<file path="config.mk">
export PLATFORM = sky130hd
export DESIGN_NAME = smsp_port
export DESIGN_NICKNAME = d
export VERILOG_FILES = /design/src/logic/smsp_pkg.sv /design/src/logic/smsp_port.sv
export SDC_FILE = /design/constraint.sdc
export NUM_CORES = 1
export LEC_CHECK = 0
export BUFFER_PORTS_ARGS = -buffer_cell sky130_fd_sc_hd__buf_2
export CAP_MARGIN = 5
export CORE_MARGIN = 1
export CORE_UTILIZATION = 45
export CTS_CLUSTER_SIZE = 12
export DETAILED_ROUTE_END_ITERATION = 7
export PLACE_DENSITY = 0.7
export SLEW_MARGIN = 20
export SYNTH_ARGS = -nofsm -noshare
export SYNTH_HDL_FRONTEND = slang
export SYNTH_SLANG_ARGS = --single-unit
export TNS_END_PERCENT = 5
</file>
<file path="constraint.sdc">
create_clock -name aclk -period 2.7 [get_ports aclk]
set_clock_uncertainty 0.2 [all_clocks]
set_input_delay 0 -clock aclk [delete_from_list [all_inputs] [get_ports aclk]]
set_output_delay 0 -clock aclk [all_outputs]
set_load 0.03 [all_outputs]
</file>
<file path="src/logic/smsp_pkg.sv">
// Summary of operation
// Master, transfer-mode set: a transmit write starts a byte; interrupt on transmit empty.
// Master, transfer-mode clear: a receive read starts a byte; interrupt on receive full.
// Bit-order set shifts least significant bit first, clear shifts most significant first.
// Polarity set rests the serial clock high, clear rests it low.
// Phase set pulses the clock at bit start, clear pulses it at bit end.
// Role bit set makes the port master driving the clock, clear makes it slave.
// The port works only while its enable bit is set.
// Overflow flag sets when a byte arrives over unread data; receive read clears it.
// Receive interrupt bit follows receive-full or overflow; receive read clears it.
// Receive-full flag marks a held byte; receive read clears it.
// Underflow flag sets when a byte is needed but none written; transmit write clears.
// Transmit interrupt bit follows not-occupied or underflow; write or finished disable clears.
// Transmit-occupied sets on write, holds while shifting, clears once the register empties.
// An 8-bit read/write divider register resets to 0x1B.
// An 8-bit read-only receive register holds the last byte and resets to zero.
// An 8-bit write-only transmit register loads the byte to shift out.
// Master clock rate is the core clock over two times one plus divider.
// As slave, a low select frames bytes until the select is released.
// On overflow, overwrite bit set replaces the held byte, clear discards the new one.
// On underflow, mode bit set resends the previous byte, clear sends zero.
// Disabling returns the shifter to idle and rests the clock at its polarity.
package smsp_pkg;

	localparam logic [31:0] ADDR_STATUS = 32'hFFFF0A00;
	localparam logic [31:0] ADDR_RX = 32'hFFFF0A04;
	localparam logic [31:0] ADDR_TX = 32'hFFFF0A08;
	localparam logic [31:0] ADDR_DIV = 32'hFFFF0A0C;
	localparam logic [31:0] ADDR_CTRL = 32'hFFFF0A10;

	// Control field positions.
	localparam int CTL_EN = 0;
	localparam int CTL_MASTER = 1;
	localparam int CTL_CPHA = 2;
	localparam int CTL_CPOL = 3;
	localparam int CTL_LSBF = 5;
	localparam int CTL_TXMODE = 6;
	localparam int CTL_UFMODE = 7;
	localparam int CTL_OVW = 8;
	localparam logic [15:0] CTL_MASK = 16'h1FEF;

	localparam logic [15:0] CTRL_RST = 16'h0000;
	localparam logic [7:0] DIV_RST = 8'h1B;
	localparam logic [7:0] RX_RST = 8'h00;
	localparam logic [3:0] LAST_BIT = 4'h7;

	localparam logic [1:0] RESP_OKAY = 2'h0;
	localparam logic [1:0] RESP_SLVERR = 2'h2;

	typedef enum logic {SMSP_IDLE, SMSP_RUN} smsp_st_t;
	typedef enum logic [2:0] {REG_STA, REG_RX, REG_TX, REG_DIV, REG_CTL,
		REG_NONE} smsp_reg_t;

	typedef struct packed {
		logic sclk;
		logic mosi;
		logic miso;
		logic ss_n;
	} smsp_pin_in_t;

	typedef struct packed {
		logic sclk_o;
		logic sclk_oe_n;
		logic mosi_o;
		logic mosi_oe_n;
		logic miso_o;
		logic miso_oe_n;
	} smsp_pin_out_t;

	typedef struct packed {
		smsp_pin_in_t s1;
		smsp_pin_in_t s2;
		logic sclk_d;
		logic [15:0] ctrl;
		logic [7:0] div;
		logic [7:0] rx;
		logic [7:0] txd;
		logic [7:0] prev;
		logic tx_pend;
		logic tx_occ;
		logic uflow;
		logic tx_irq;
		logic rx_full;
		logic ovf;
		logic rx_irq;
		logic go;
		smsp_st_t st;
		logic [7:0] sh;
		logic [7:0] rsh;
		logic outb;
		logic [3:0] bits;
		logic [7:0] hcnt;
		logic sclk_q;
		logic aw_have;
		logic w_have;
		logic [31:0] awaddr;
		logic [31:0] wdata;
		logic [3:0] wstrb;
		logic bvalid;
		logic [1:0] bresp;
		logic rvalid;
		logic [1:0] rresp;
		logic [31:0] rdata;
	} smsp_state_t;

	localparam smsp_state_t STATE_RST = '{ctrl: CTRL_RST, div: DIV_RST,
		rx: RX_RST, st: SMSP_IDLE, s1: 4'hF, s2: 4'hF, default: '0};

endpackage : smsp_pkg

</file>
<file path="src/logic/smsp_port.sv">
`timescale 1ns/1ps
module smsp_port (
	input wire logic aclk,
	input wire logic aresetn,
	input wire logic ce,
	input wire logic [31:0] awaddr,
	input wire logic awvalid,
	output logic awready,
	input wire logic [31:0] wdata,
	input wire logic [3:0] wstrb,
	input wire logic wvalid,
	output logic wready,
	output logic [1:0] bresp,
	output logic bvalid,
	input wire logic bready,
	input wire logic [31:0] araddr,
	input wire logic arvalid,
	output logic arready,
	output logic [31:0] rdata,
	output logic [1:0] rresp,
	output logic rvalid,
	input wire logic rready,
	input wire smsp_pkg::smsp_pin_in_t pin_in,
	output smsp_pkg::smsp_pin_out_t pin_out,
	output logic spi_irq
);
	import smsp_pkg::*;

	smsp_state_t r;
	smsp_state_t n;
	logic aw_hs;
	logic w_hs;
	logic ar_hs;
	logic do_wr;
	logic rd_rx;
	logic start;
	logic done;
	logic lead;
	logic trail;
	logic samp;
	logic shft;
	logic sin;
	logic en;
	logic master;
	logic cpol;
	logic cpha;
	logic lsbf;
	logic [7:0] rbyte;
	logic [7:0] lbyte;

	function automatic smsp_reg_t reg_sel(input logic [31:0] a);
		case (a)
			ADDR_STATUS: reg_sel = REG_STA;
			ADDR_RX: reg_sel = REG_RX;
			ADDR_TX: reg_sel = REG_TX;
			ADDR_DIV: reg_sel = REG_DIV;
			ADDR_CTRL: reg_sel = REG_CTL;
			default: reg_sel = REG_NONE;
		endcase
	endfunction : reg_sel

	function automatic logic fbit(input logic [7:0] b, input logic lsb);
		fbit = lsb ? b[0] : b[7];
	endfunction : fbit

	function automatic logic [7:0] shl(input logic [7:0] b, input logic lsb);
		shl = lsb ? {1'b0, b[7:1]} : {b[6:0], 1'b0};
	endfunction : shl

	function automatic logic [7:0] rin(input logic [7:0] b, input logic d,
		input logic lsb);
		rin = lsb ? {d, b[7:1]} : {b[6:0], d};
	endfunction : rin

	// Readies drop with the clock enable so no beat is taken while frozen.
	assign awready = ce && !r.aw_have && !r.bvalid;
	assign wready = ce && !r.w_have && !r.bvalid;
	assign arready = ce && !r.rvalid;
	assign aw_hs = awvalid && awready;
	assign w_hs = wvalid && wready;
	assign ar_hs = arvalid && arready;
	assign bvalid = r.bvalid;
	assign bresp = r.bresp;
	assign rvalid = r.rvalid;
	assign rresp = r.rresp;
	assign rdata = r.rdata;

	assign en = r.ctrl[CTL_EN];
	assign master = r.ctrl[CTL_MASTER];
	assign cpol = r.ctrl[CTL_CPOL];
	assign cpha = r.ctrl[CTL_CPHA];
	assign lsbf = r.ctrl[CTL_LSBF];

	// Pin drive; the clock rests at the polarity whenever idle.
	always_comb
	begin
		pin_out.sclk_o = (r.st == SMSP_RUN) ? r.sclk_q : cpol;
		pin_out.sclk_oe_n = !(en && master);
		pin_out.mosi_o = r.outb;
		pin_out.mosi_oe_n = !(en && master);
		pin_out.miso_o = r.outb;
		pin_out.miso_oe_n = !(en && !master && !r.s2.ss_n);
	end

	// Interrupt request follows the trigger mode in master operation.
	assign spi_irq = en && master &&
		(r.ctrl[CTL_TXMODE] ? r.tx_irq : r.rx_irq); // see R1

	// Whole next state: bus slave, flags and shift engine.
	always_comb
	begin
		n = r;
		start = 1'b0;
		done = 1'b0;
		lead = 1'b0;
		trail = 1'b0;
		rbyte = 8'h00;
		lbyte = 8'h00;
		rd_rx = 1'b0;
		sin = master ? r.s2.miso : r.s2.mosi;
		// Pins cross into this clock through two flops each.
		n.s1 = pin_in;
		n.s2 = r.s1;
		n.sclk_d = r.s2.sclk;

		// Read channel; the receive read is a side effect of the take.
		if (ar_hs)
		begin
			n.rvalid = 1'b1;
			n.rresp = RESP_OKAY;
			n.rdata = 32'h00000000;
			unique case (reg_sel(araddr))
				REG_STA: n.rdata[7:0] = {2'b00, r.ovf, r.rx_irq, r.rx_full,
					r.uflow, r.tx_irq, r.tx_occ};
				REG_RX:
				begin
					n.rdata[7:0] = r.rx;
					rd_rx = 1'b1;
				end
				REG_TX: n.rdata = 32'h00000000;
				REG_DIV: n.rdata[7:0] = r.div;
				REG_CTL: n.rdata[15:0] = r.ctrl;
				REG_NONE: n.rresp = RESP_SLVERR;
			endcase
		end
		else if (r.rvalid && rready)
			n.rvalid = 1'b0;
		if (rd_rx)
		begin
			n.rx_full = 1'b0;
			n.ovf = 1'b0;
		end

		// Shift engine; disabling parks it at once.
		if (!en)
		begin
			n.st = SMSP_IDLE; // see R7
			n.sclk_q = cpol;
			n.hcnt = 8'h00;
			n.bits = 4'h0;
		end
		else
			unique case (r.st)
				SMSP_IDLE:
				begin
					n.sclk_q = cpol;
					n.hcnt = 8'h00;
					if (master)
						start = r.ctrl[CTL_TXMODE] ? r.tx_pend :
							(r.go || rd_rx);
					else
						start = !r.s2.ss_n;
				end
				SMSP_RUN:
					if (master)
					begin
						// Half period is one plus the divider core cycles.
						if (r.hcnt == r.div)
						begin
							n.hcnt = 8'h00;
							n.sclk_q = !r.sclk_q;
							lead = (r.sclk_q == cpol);
							trail = !lead;
						end
						else
							n.hcnt = r.hcnt + 8'h01;
					end
					else if (r.s2.ss_n)
						n.st = SMSP_IDLE;
					else if (r.s2.sclk != r.sclk_d)
					begin
						lead = (r.sclk_d == cpol);
						trail = !lead;
					end
			endcase

		// Phase picks which clock edge samples and which shifts.
		samp = cpha ? trail : lead;
		shft = cpha ? lead : (trail && r.bits != LAST_BIT);
		if (samp)
			n.rsh = rin(r.rsh, sin, lsbf);
		if (shft)
		begin
			n.outb = fbit(r.sh, lsbf);
			n.sh = shl(r.sh, lsbf);
		end
		if (trail)
		begin
			n.bits = r.bits + 4'h1;
			done = (r.bits == LAST_BIT);
		end

		// A finished byte lands in the receive register, unless it overflows with overwrite clear.
		if (done)
		begin
			n.bits = 4'h0;
			rbyte = cpha ? rin(r.rsh, sin, lsbf) : r.rsh;
			if (r.rx_full && !rd_rx)
			begin
				n.ovf = 1'b1;
				if (r.ctrl[CTL_OVW])
					n.rx = rbyte;
			end
			else
			begin
				n.rx = rbyte;
				n.rx_full = 1'b1;
			end
			if (!r.tx_pend)
				n.tx_occ = 1'b0;
			if (master)
				n.st = SMSP_IDLE;
			else
				start = 1'b1;
		end

		// Load the next byte, or the underflow filler.
		if (start)
		begin
			n.st = SMSP_RUN;
			n.bits = 4'h0;
			n.go = 1'b0;
			if (r.tx_pend)
			begin
				lbyte = r.txd;
				n.prev = r.txd;
				n.tx_pend = 1'b0;
			end
			else
			begin
				n.uflow = 1'b1;
				lbyte = r.ctrl[CTL_UFMODE] ? r.prev : 8'h00;
			end
			n.sh = lbyte;
			if (!cpha)
			begin
				n.outb = fbit(lbyte, lsbf);
				n.sh = shl(lbyte, lsbf);
			end
		end
		else if (rd_rx && en && master && !r.ctrl[CTL_TXMODE])
			n.go = 1'b1;

		// Write channel; a write beats a clear of occupied, an underflow
		// raised in the same cycle beats the write so software still sees it.
		if (aw_hs)
		begin
			n.aw_have = 1'b1;
			n.awaddr = awaddr;
		end
		if (w_hs)
		begin
			n.w_have = 1'b1;
			n.wdata = wdata;
			n.wstrb = wstrb;
		end
		do_wr = r.aw_have && r.w_have && !r.bvalid;
		if (do_wr)
		begin
			n.aw_have = 1'b0;
			n.w_have = 1'b0;
			n.bvalid = 1'b1;
			n.bresp = RESP_OKAY;
			unique case (reg_sel(r.awaddr))
				REG_TX:
					if (r.wstrb[0])
					begin
						n.txd = r.wdata[7:0];
						n.tx_pend = 1'b1;
						n.tx_occ = 1'b1;
						n.uflow = start && !r.tx_pend;
					end
				REG_DIV:
					if (r.wstrb[0])
						n.div = r.wdata[7:0];
				REG_CTL:
				begin
					if (r.wstrb[0])
						n.ctrl[7:0] = r.wdata[7:0] & CTL_MASK[7:0];
					if (r.wstrb[1])
						n.ctrl[15:8] = r.wdata[15:8] & CTL_MASK[15:8];
				end
				REG_STA, REG_RX, REG_NONE: n.bresp = RESP_SLVERR;
			endcase
		end
		else if (r.bvalid && bready)
			n.bvalid = 1'b0;

		n.rx_irq = n.rx_full || n.ovf;
		n.tx_irq = n.ctrl[CTL_EN] && (!n.tx_occ || n.uflow);
	end

	// The clock enable freezes every flop.
	always_ff @(posedge aclk)
	begin
		if (!aresetn)
			r <= STATE_RST;
		else if (ce)
			r <= n;
	end
endmodule : smsp_port

</file>
After elaboration in Yosys (flattened, before gate mapping) --
Cells that the tools add are included.
Word-level totals: register bits 163
Operators by class: add/sub/neg operators 2, eq/ne operators 29, muxes and demuxes 90, bitwise gates (word level) 1, reduce and logical (&&, ||, !) cells 70
Operators by type and width (count):
- == test 32 bit, second input constant | 10
- 2-to-1 mux 8 bit | 13
- 2-to-1 mux 1 bit | 54
- 2-to-1 mux 9 bit | 4
- one-hot mux 8 bit (4 select lines) | 1
- one-hot mux 3 bit (5 select lines) | 2
- AND reduction 2 bit | 13
- logical AND 1 bit | 23
- one-hot mux 9 bit (2 select lines) | 1
- AND reduction 4 bit | 4
- zero test 1 bit | 15
- 2-to-1 mux 3 bit | 5
- == test 3 bit, second input constant | 4
- 2-to-1 mux 4 bit | 3
- nonzero test 2 bit | 6
- 2-to-1 mux 2 bit | 5
- 2-to-1 mux 5 bit | 2
- == test 3 x 2 -> 1 bit, second input constant | 3
- AND reduction 3 bit | 3
- adder 8 x 1 -> 8 bit, second input constant | 1
- == test 8 bit | 1
- == test 3 x 1 -> 1 bit, second input constant | 2
- zero test 3 bit | 2
- inequality test 3 x 2 -> 1 bit, second input constant | 2
- 10 further kinds | 13

Depth between registers and ports, before layout --
word-level depth 21, gate-level depth with buffers 8, mapped depth without buffers 7

Worst setup path after synthesis --
No wires, ideal clock.
kind register to register, start point register r[75] (netlist name), end point register r[143] (netlist name), setup time 0.117 ns, arrival time 2.141 ns, required time 2.383 ns, slack 0.241 ns, stages on the path, launching flop included 7, buffers on the path 0, period minus slack after synthesis 2.459 ns, path through dfxtp_1 > or4_4 > nor4_4 > nand4_4 > or3_1 > mux2_4 > a32o_1
On the way: cells in the longest elaborated chain, start to end 9, elaborated cells between the ends (all ways) 16, those cells by class 7 x eq/ne; 6 x mux; 3 x reduce/logical
Ends and longest elaborated chain:
- start: declaration | line smsp_port.sv:29 | smsp_state_t r;
- start signal: assignment | line smsp_port.sv:319 | r <= n;
- == test 32 bit | line smsp_port.sv:52 | case (a)
- one-hot mux 3 bit (5 select lines) * | line smsp_port.sv:52
- 2-to-1 mux 3 bit * | line smsp_port.sv:278 | if (do_wr)
- == test 3 x 2 -> 1 bit | line smsp_port.sv:284 | unique case (reg_sel(r.awaddr))
- 2-to-1 mux 3 bit | line smsp_port.sv:284
- 2-to-1 mux 3 bit | line smsp_port.sv:278
- zero test 1 bit | line smsp_port.sv:310 | n.tx_irq = n.ctrl[CTL_EN] && (!n.tx_occ || n.uflow);
- logical OR 1 bit | line smsp_port.sv:310
- logical AND 1 bit * | line smsp_port.sv:310
Every way passes the cells marked *; elsewhere a longest branch is shown, timed or not. The select of a mux whose other input is x is not followed. A chain may end at the register's enable or synchronous reset.

Worst setup path in the final report --
start point register r[96] (netlist name), end point register r[143] (netlist name)
The elaborated chain is that of the path after synthesis.

==> results.toml <==
[power_and_ir_drop]
swShare_pct = 26.9
combPwrFrac_pct = 9.4
powerDensity_mw_per_mm2 = 529
ir_drop_mv = 0.468
p_clk_share_pct = 45.9
power_frac_seq_pct = 44.6
internal_power_w = 0.00396
p_leak_nw = 4.06
power_switching_w = 0.00146

[floorplan]
io_pins = 160
initial_core_util_pct = 46.3
dieHeight_microns = 133
core_area_sq_mm = 0.0167
die-area_sq_mm = 0.0177
rows = 47
dieWidth_microns = 133

[worst_setup_path]
worstSetupStartpointType = "flip-flop"
endpoint_kind = "flip-flop"
cp_num_buf_inv = 1
critical-path-max-stage-delay_ns = 0.47
cp_cell_sequence = "nand4_1 > nor4_1 > buf_4 > nand4_4 > or3_1 > mux2_4 > a32o_1"
crit_fanout = 6
crit_family = "simple AND/OR/NAND/NOR gates"
slowest_stage = "nor4_1"
cp_data_required_time_ns = 2.82
criticalPathCategory = "reg2reg"
critical_path_arrival_ns = 2.73

[finish]
design_area_sq_mm = 0.0102
fillers = 1389
final_util_pct = 61.3
regArea_sq_mm = 0.00316
multi_input_area_sq_mm = 0.00409
drive_gt1_share_pct = 18.9
syn_to_final_growth_pct = 32.4
regMostFlops = "r"
final_nets = 1260
largest_reg_flops = 130

[synthesis]
syn_area_sq_mm = 0.00773
synth_mux_area_share_pct = 10.6
synthSimpleGateAreaFrac_pct = 23.2
async_reset_ff_share_pct = 0
synth_top_family_by_area = "simple AND/OR/NAND/NOR gates"
synthXorXnorAreaFrac_pct = 1.93
syn_avg_cell_area_sq_um = 8.23
yosysSeqAreaShare_pct = 40.9
synth_edf_count = 0
synth_seq_cells = 158
synth_cell_type_count = 74
syn_inst = 939
synth-adder-area-share_pct = 0.324
synth_compound_area_share_pct = 15.4
ys.warnings.count = 0
synth_ff_type = "dfxtp_1"

[global_routing]
grtUsageTotal_pct = 25.6
grt_pass1_vias = 7195
globalRouteOverflowTotal = 0
grt_max_degree = 98
antenna_found_initial = 2
grt_first_pass_wirelength_microns = 36100

[place]
dpl_cell_area_sq_mm = 0.00844
portBuffers = 117
post-dp-hpwl_microns = 13700
gp_congestion = 0.916

[sta]
totalNegativeSetupSlack_ns = 0
slew_headroom_pct = 33.0
worst_slew_pin_slew_ns = 1.00
rsz0062_at_grt = "false"
finalHoldViolCount = 0
setup_viol = 0
final_max_slew_viol_count = 0
post-route-period-util_pct = 96.8
fmax_ghz = 0.383
post-route-min-period_ns = 2.61

[worst_hold_path]
min_path_type = "in2reg"

[route]
wl_microns = 22500
drtAntennaViolNets = 0
drt_iter0_markers = 603
drc = 0
wl_per_cell_microns = 16.3
first_pass_iters = 8
vias_per_cell = 5.42
vias = 7485

[clock_network]
root_buffer = "clkbuf_16"
post_cts_buffers = 0
clkLatencyLatePin_ns = 0.43
clk_pin_slew_ns = 0.07
cts_sinks = 158
cts_tree = "built"
numCtsBuffers = 17
clockBufferDepth = 2
cts.htree.levels = 4

[status]
outcome = "completed"

[run]
cap_violations = 0
==> power by group through the flow <==
stage                     Combinational (W)  Sequential, W  Clock (W)
final                              0.000511        0.00242    0.00249
after global routing               0.000547        0.00242    0.00262
after CTS                          0.000487        0.00242    0.00251
after detailed placement           0.000368        0.00247          0
after global placement             0.000365        0.00247          0
after floorplan                    0.000259        0.00246          0
==> worst min-delay path, stage by stage <==
cell and delay (ns):
buf_2 0.08, nor4b_1 0.05, nand4_1 0.19, or2_2 0.19, o31ai_1 0.08
==> logic make-up after synthesis <==
group / count (synthesis)
other cells: 1
simple gates: 381
mux: 80
fa+ha+maj: 2
compound gates: 187
flops: 158
xor+xnor: 17
buf+inv: 113
==> layout make-up <==
| type | instances | area share (%) |
|---|---|---|
| multi-input combinational | 688 | 40.0 |
| sequential | 158 | 30.9 |
| timing repair buffer | 268 | 19.8 |
| clock buffer | 17 | 4.16 |
| tap | 220 | 2.69 |
| clock inverter | 15 | 1.91 |
| inverter | 13 | 0.477 |
| antenna | 2 | 0.0489 |
==> Yosys cell counts (7+ instances only) <==
cell	count	area, sq um
nor3_1	8	40.0
a21oi_1	72	360
o21ai_1	19	95.1
dfxtp_1	158	3160
mux2_2	11	124
nor2b_1	12	75.1
buf_4	39	293
clkbuf_1	47	176
buf_2	8	40.0
xnor2_1	10	87.6
nand2_1	188	706
o211ai_1	9	67.6
inv_1	11	41.3
nor2_1	74	278
nand3_1	31	155
xor2_1	7	61.3
o21ai_0	32	160
mux2i_1	68	681
nand4_1	13	81.3
nor4_1	7	43.8
==> routing by layer <==
layer,share of wire [%],track usage (%),up-vias
met2,49,43.3,261
met3,5.9,5.82,42
met1,43,31.8,3538
met4,2.0,8.94,0
li1,-,-,3644
met5,0,0,-
==> path summary, 6_finish.rpt <==
| kind | startpoint | end | slack, ns | depth (start not counted) |
|---|---|---|---|---|
| worst max-delay path | r[96] | r[143] | 0.09 | 7 |
| worst min-delay path | araddr[10] | rdata[4] | 0.02 | 5 |
| worst max register to register | r[96] | r[143] | 0.09 | 7 |
| worst min register to register | rdata[2] | rdata[2] | 0.25 | 2 |
==> what timing repair did <==
action,4_1_cts,5_1_grt
hold buffers,114,0
resized for setup,0,4
hold endpoints to repair,79,0
endpoints found under the setup margin,0,44
==> metrics by stage <==
step	instances	hold WS [ns]	setup WS, ns	total power, W
2_1_floorplan	959	-0.0716	0.241	0.00272
3_3_place_gp	1233	0.0159	0.192	0.00283
3_5_place_dp	1233	0.0233	0.170	0.00284
4_1_cts	1379	0.000387	0.145	0.00542
5_1_grt	1381	0.0518	0.00724	0.00559
6_report	1381	0.0177	0.0868	0.00542
==> cell usage in the layout (no fill, tap or decap), types with 17 or more instances in the layout <==
cell,instances
dfxtp_1,158
o21ai_1,19
nand3_1,31
a21oi_1,72
conb_1,21
buf_4,35
mux2i_1,68
buf_2,117
nand2_1,188
clkbuf_16,17
dlygate4sd3_1,114
o21ai_0,32
nor2_1,74
Note: power is estimated with default switching activity, not from simulation.
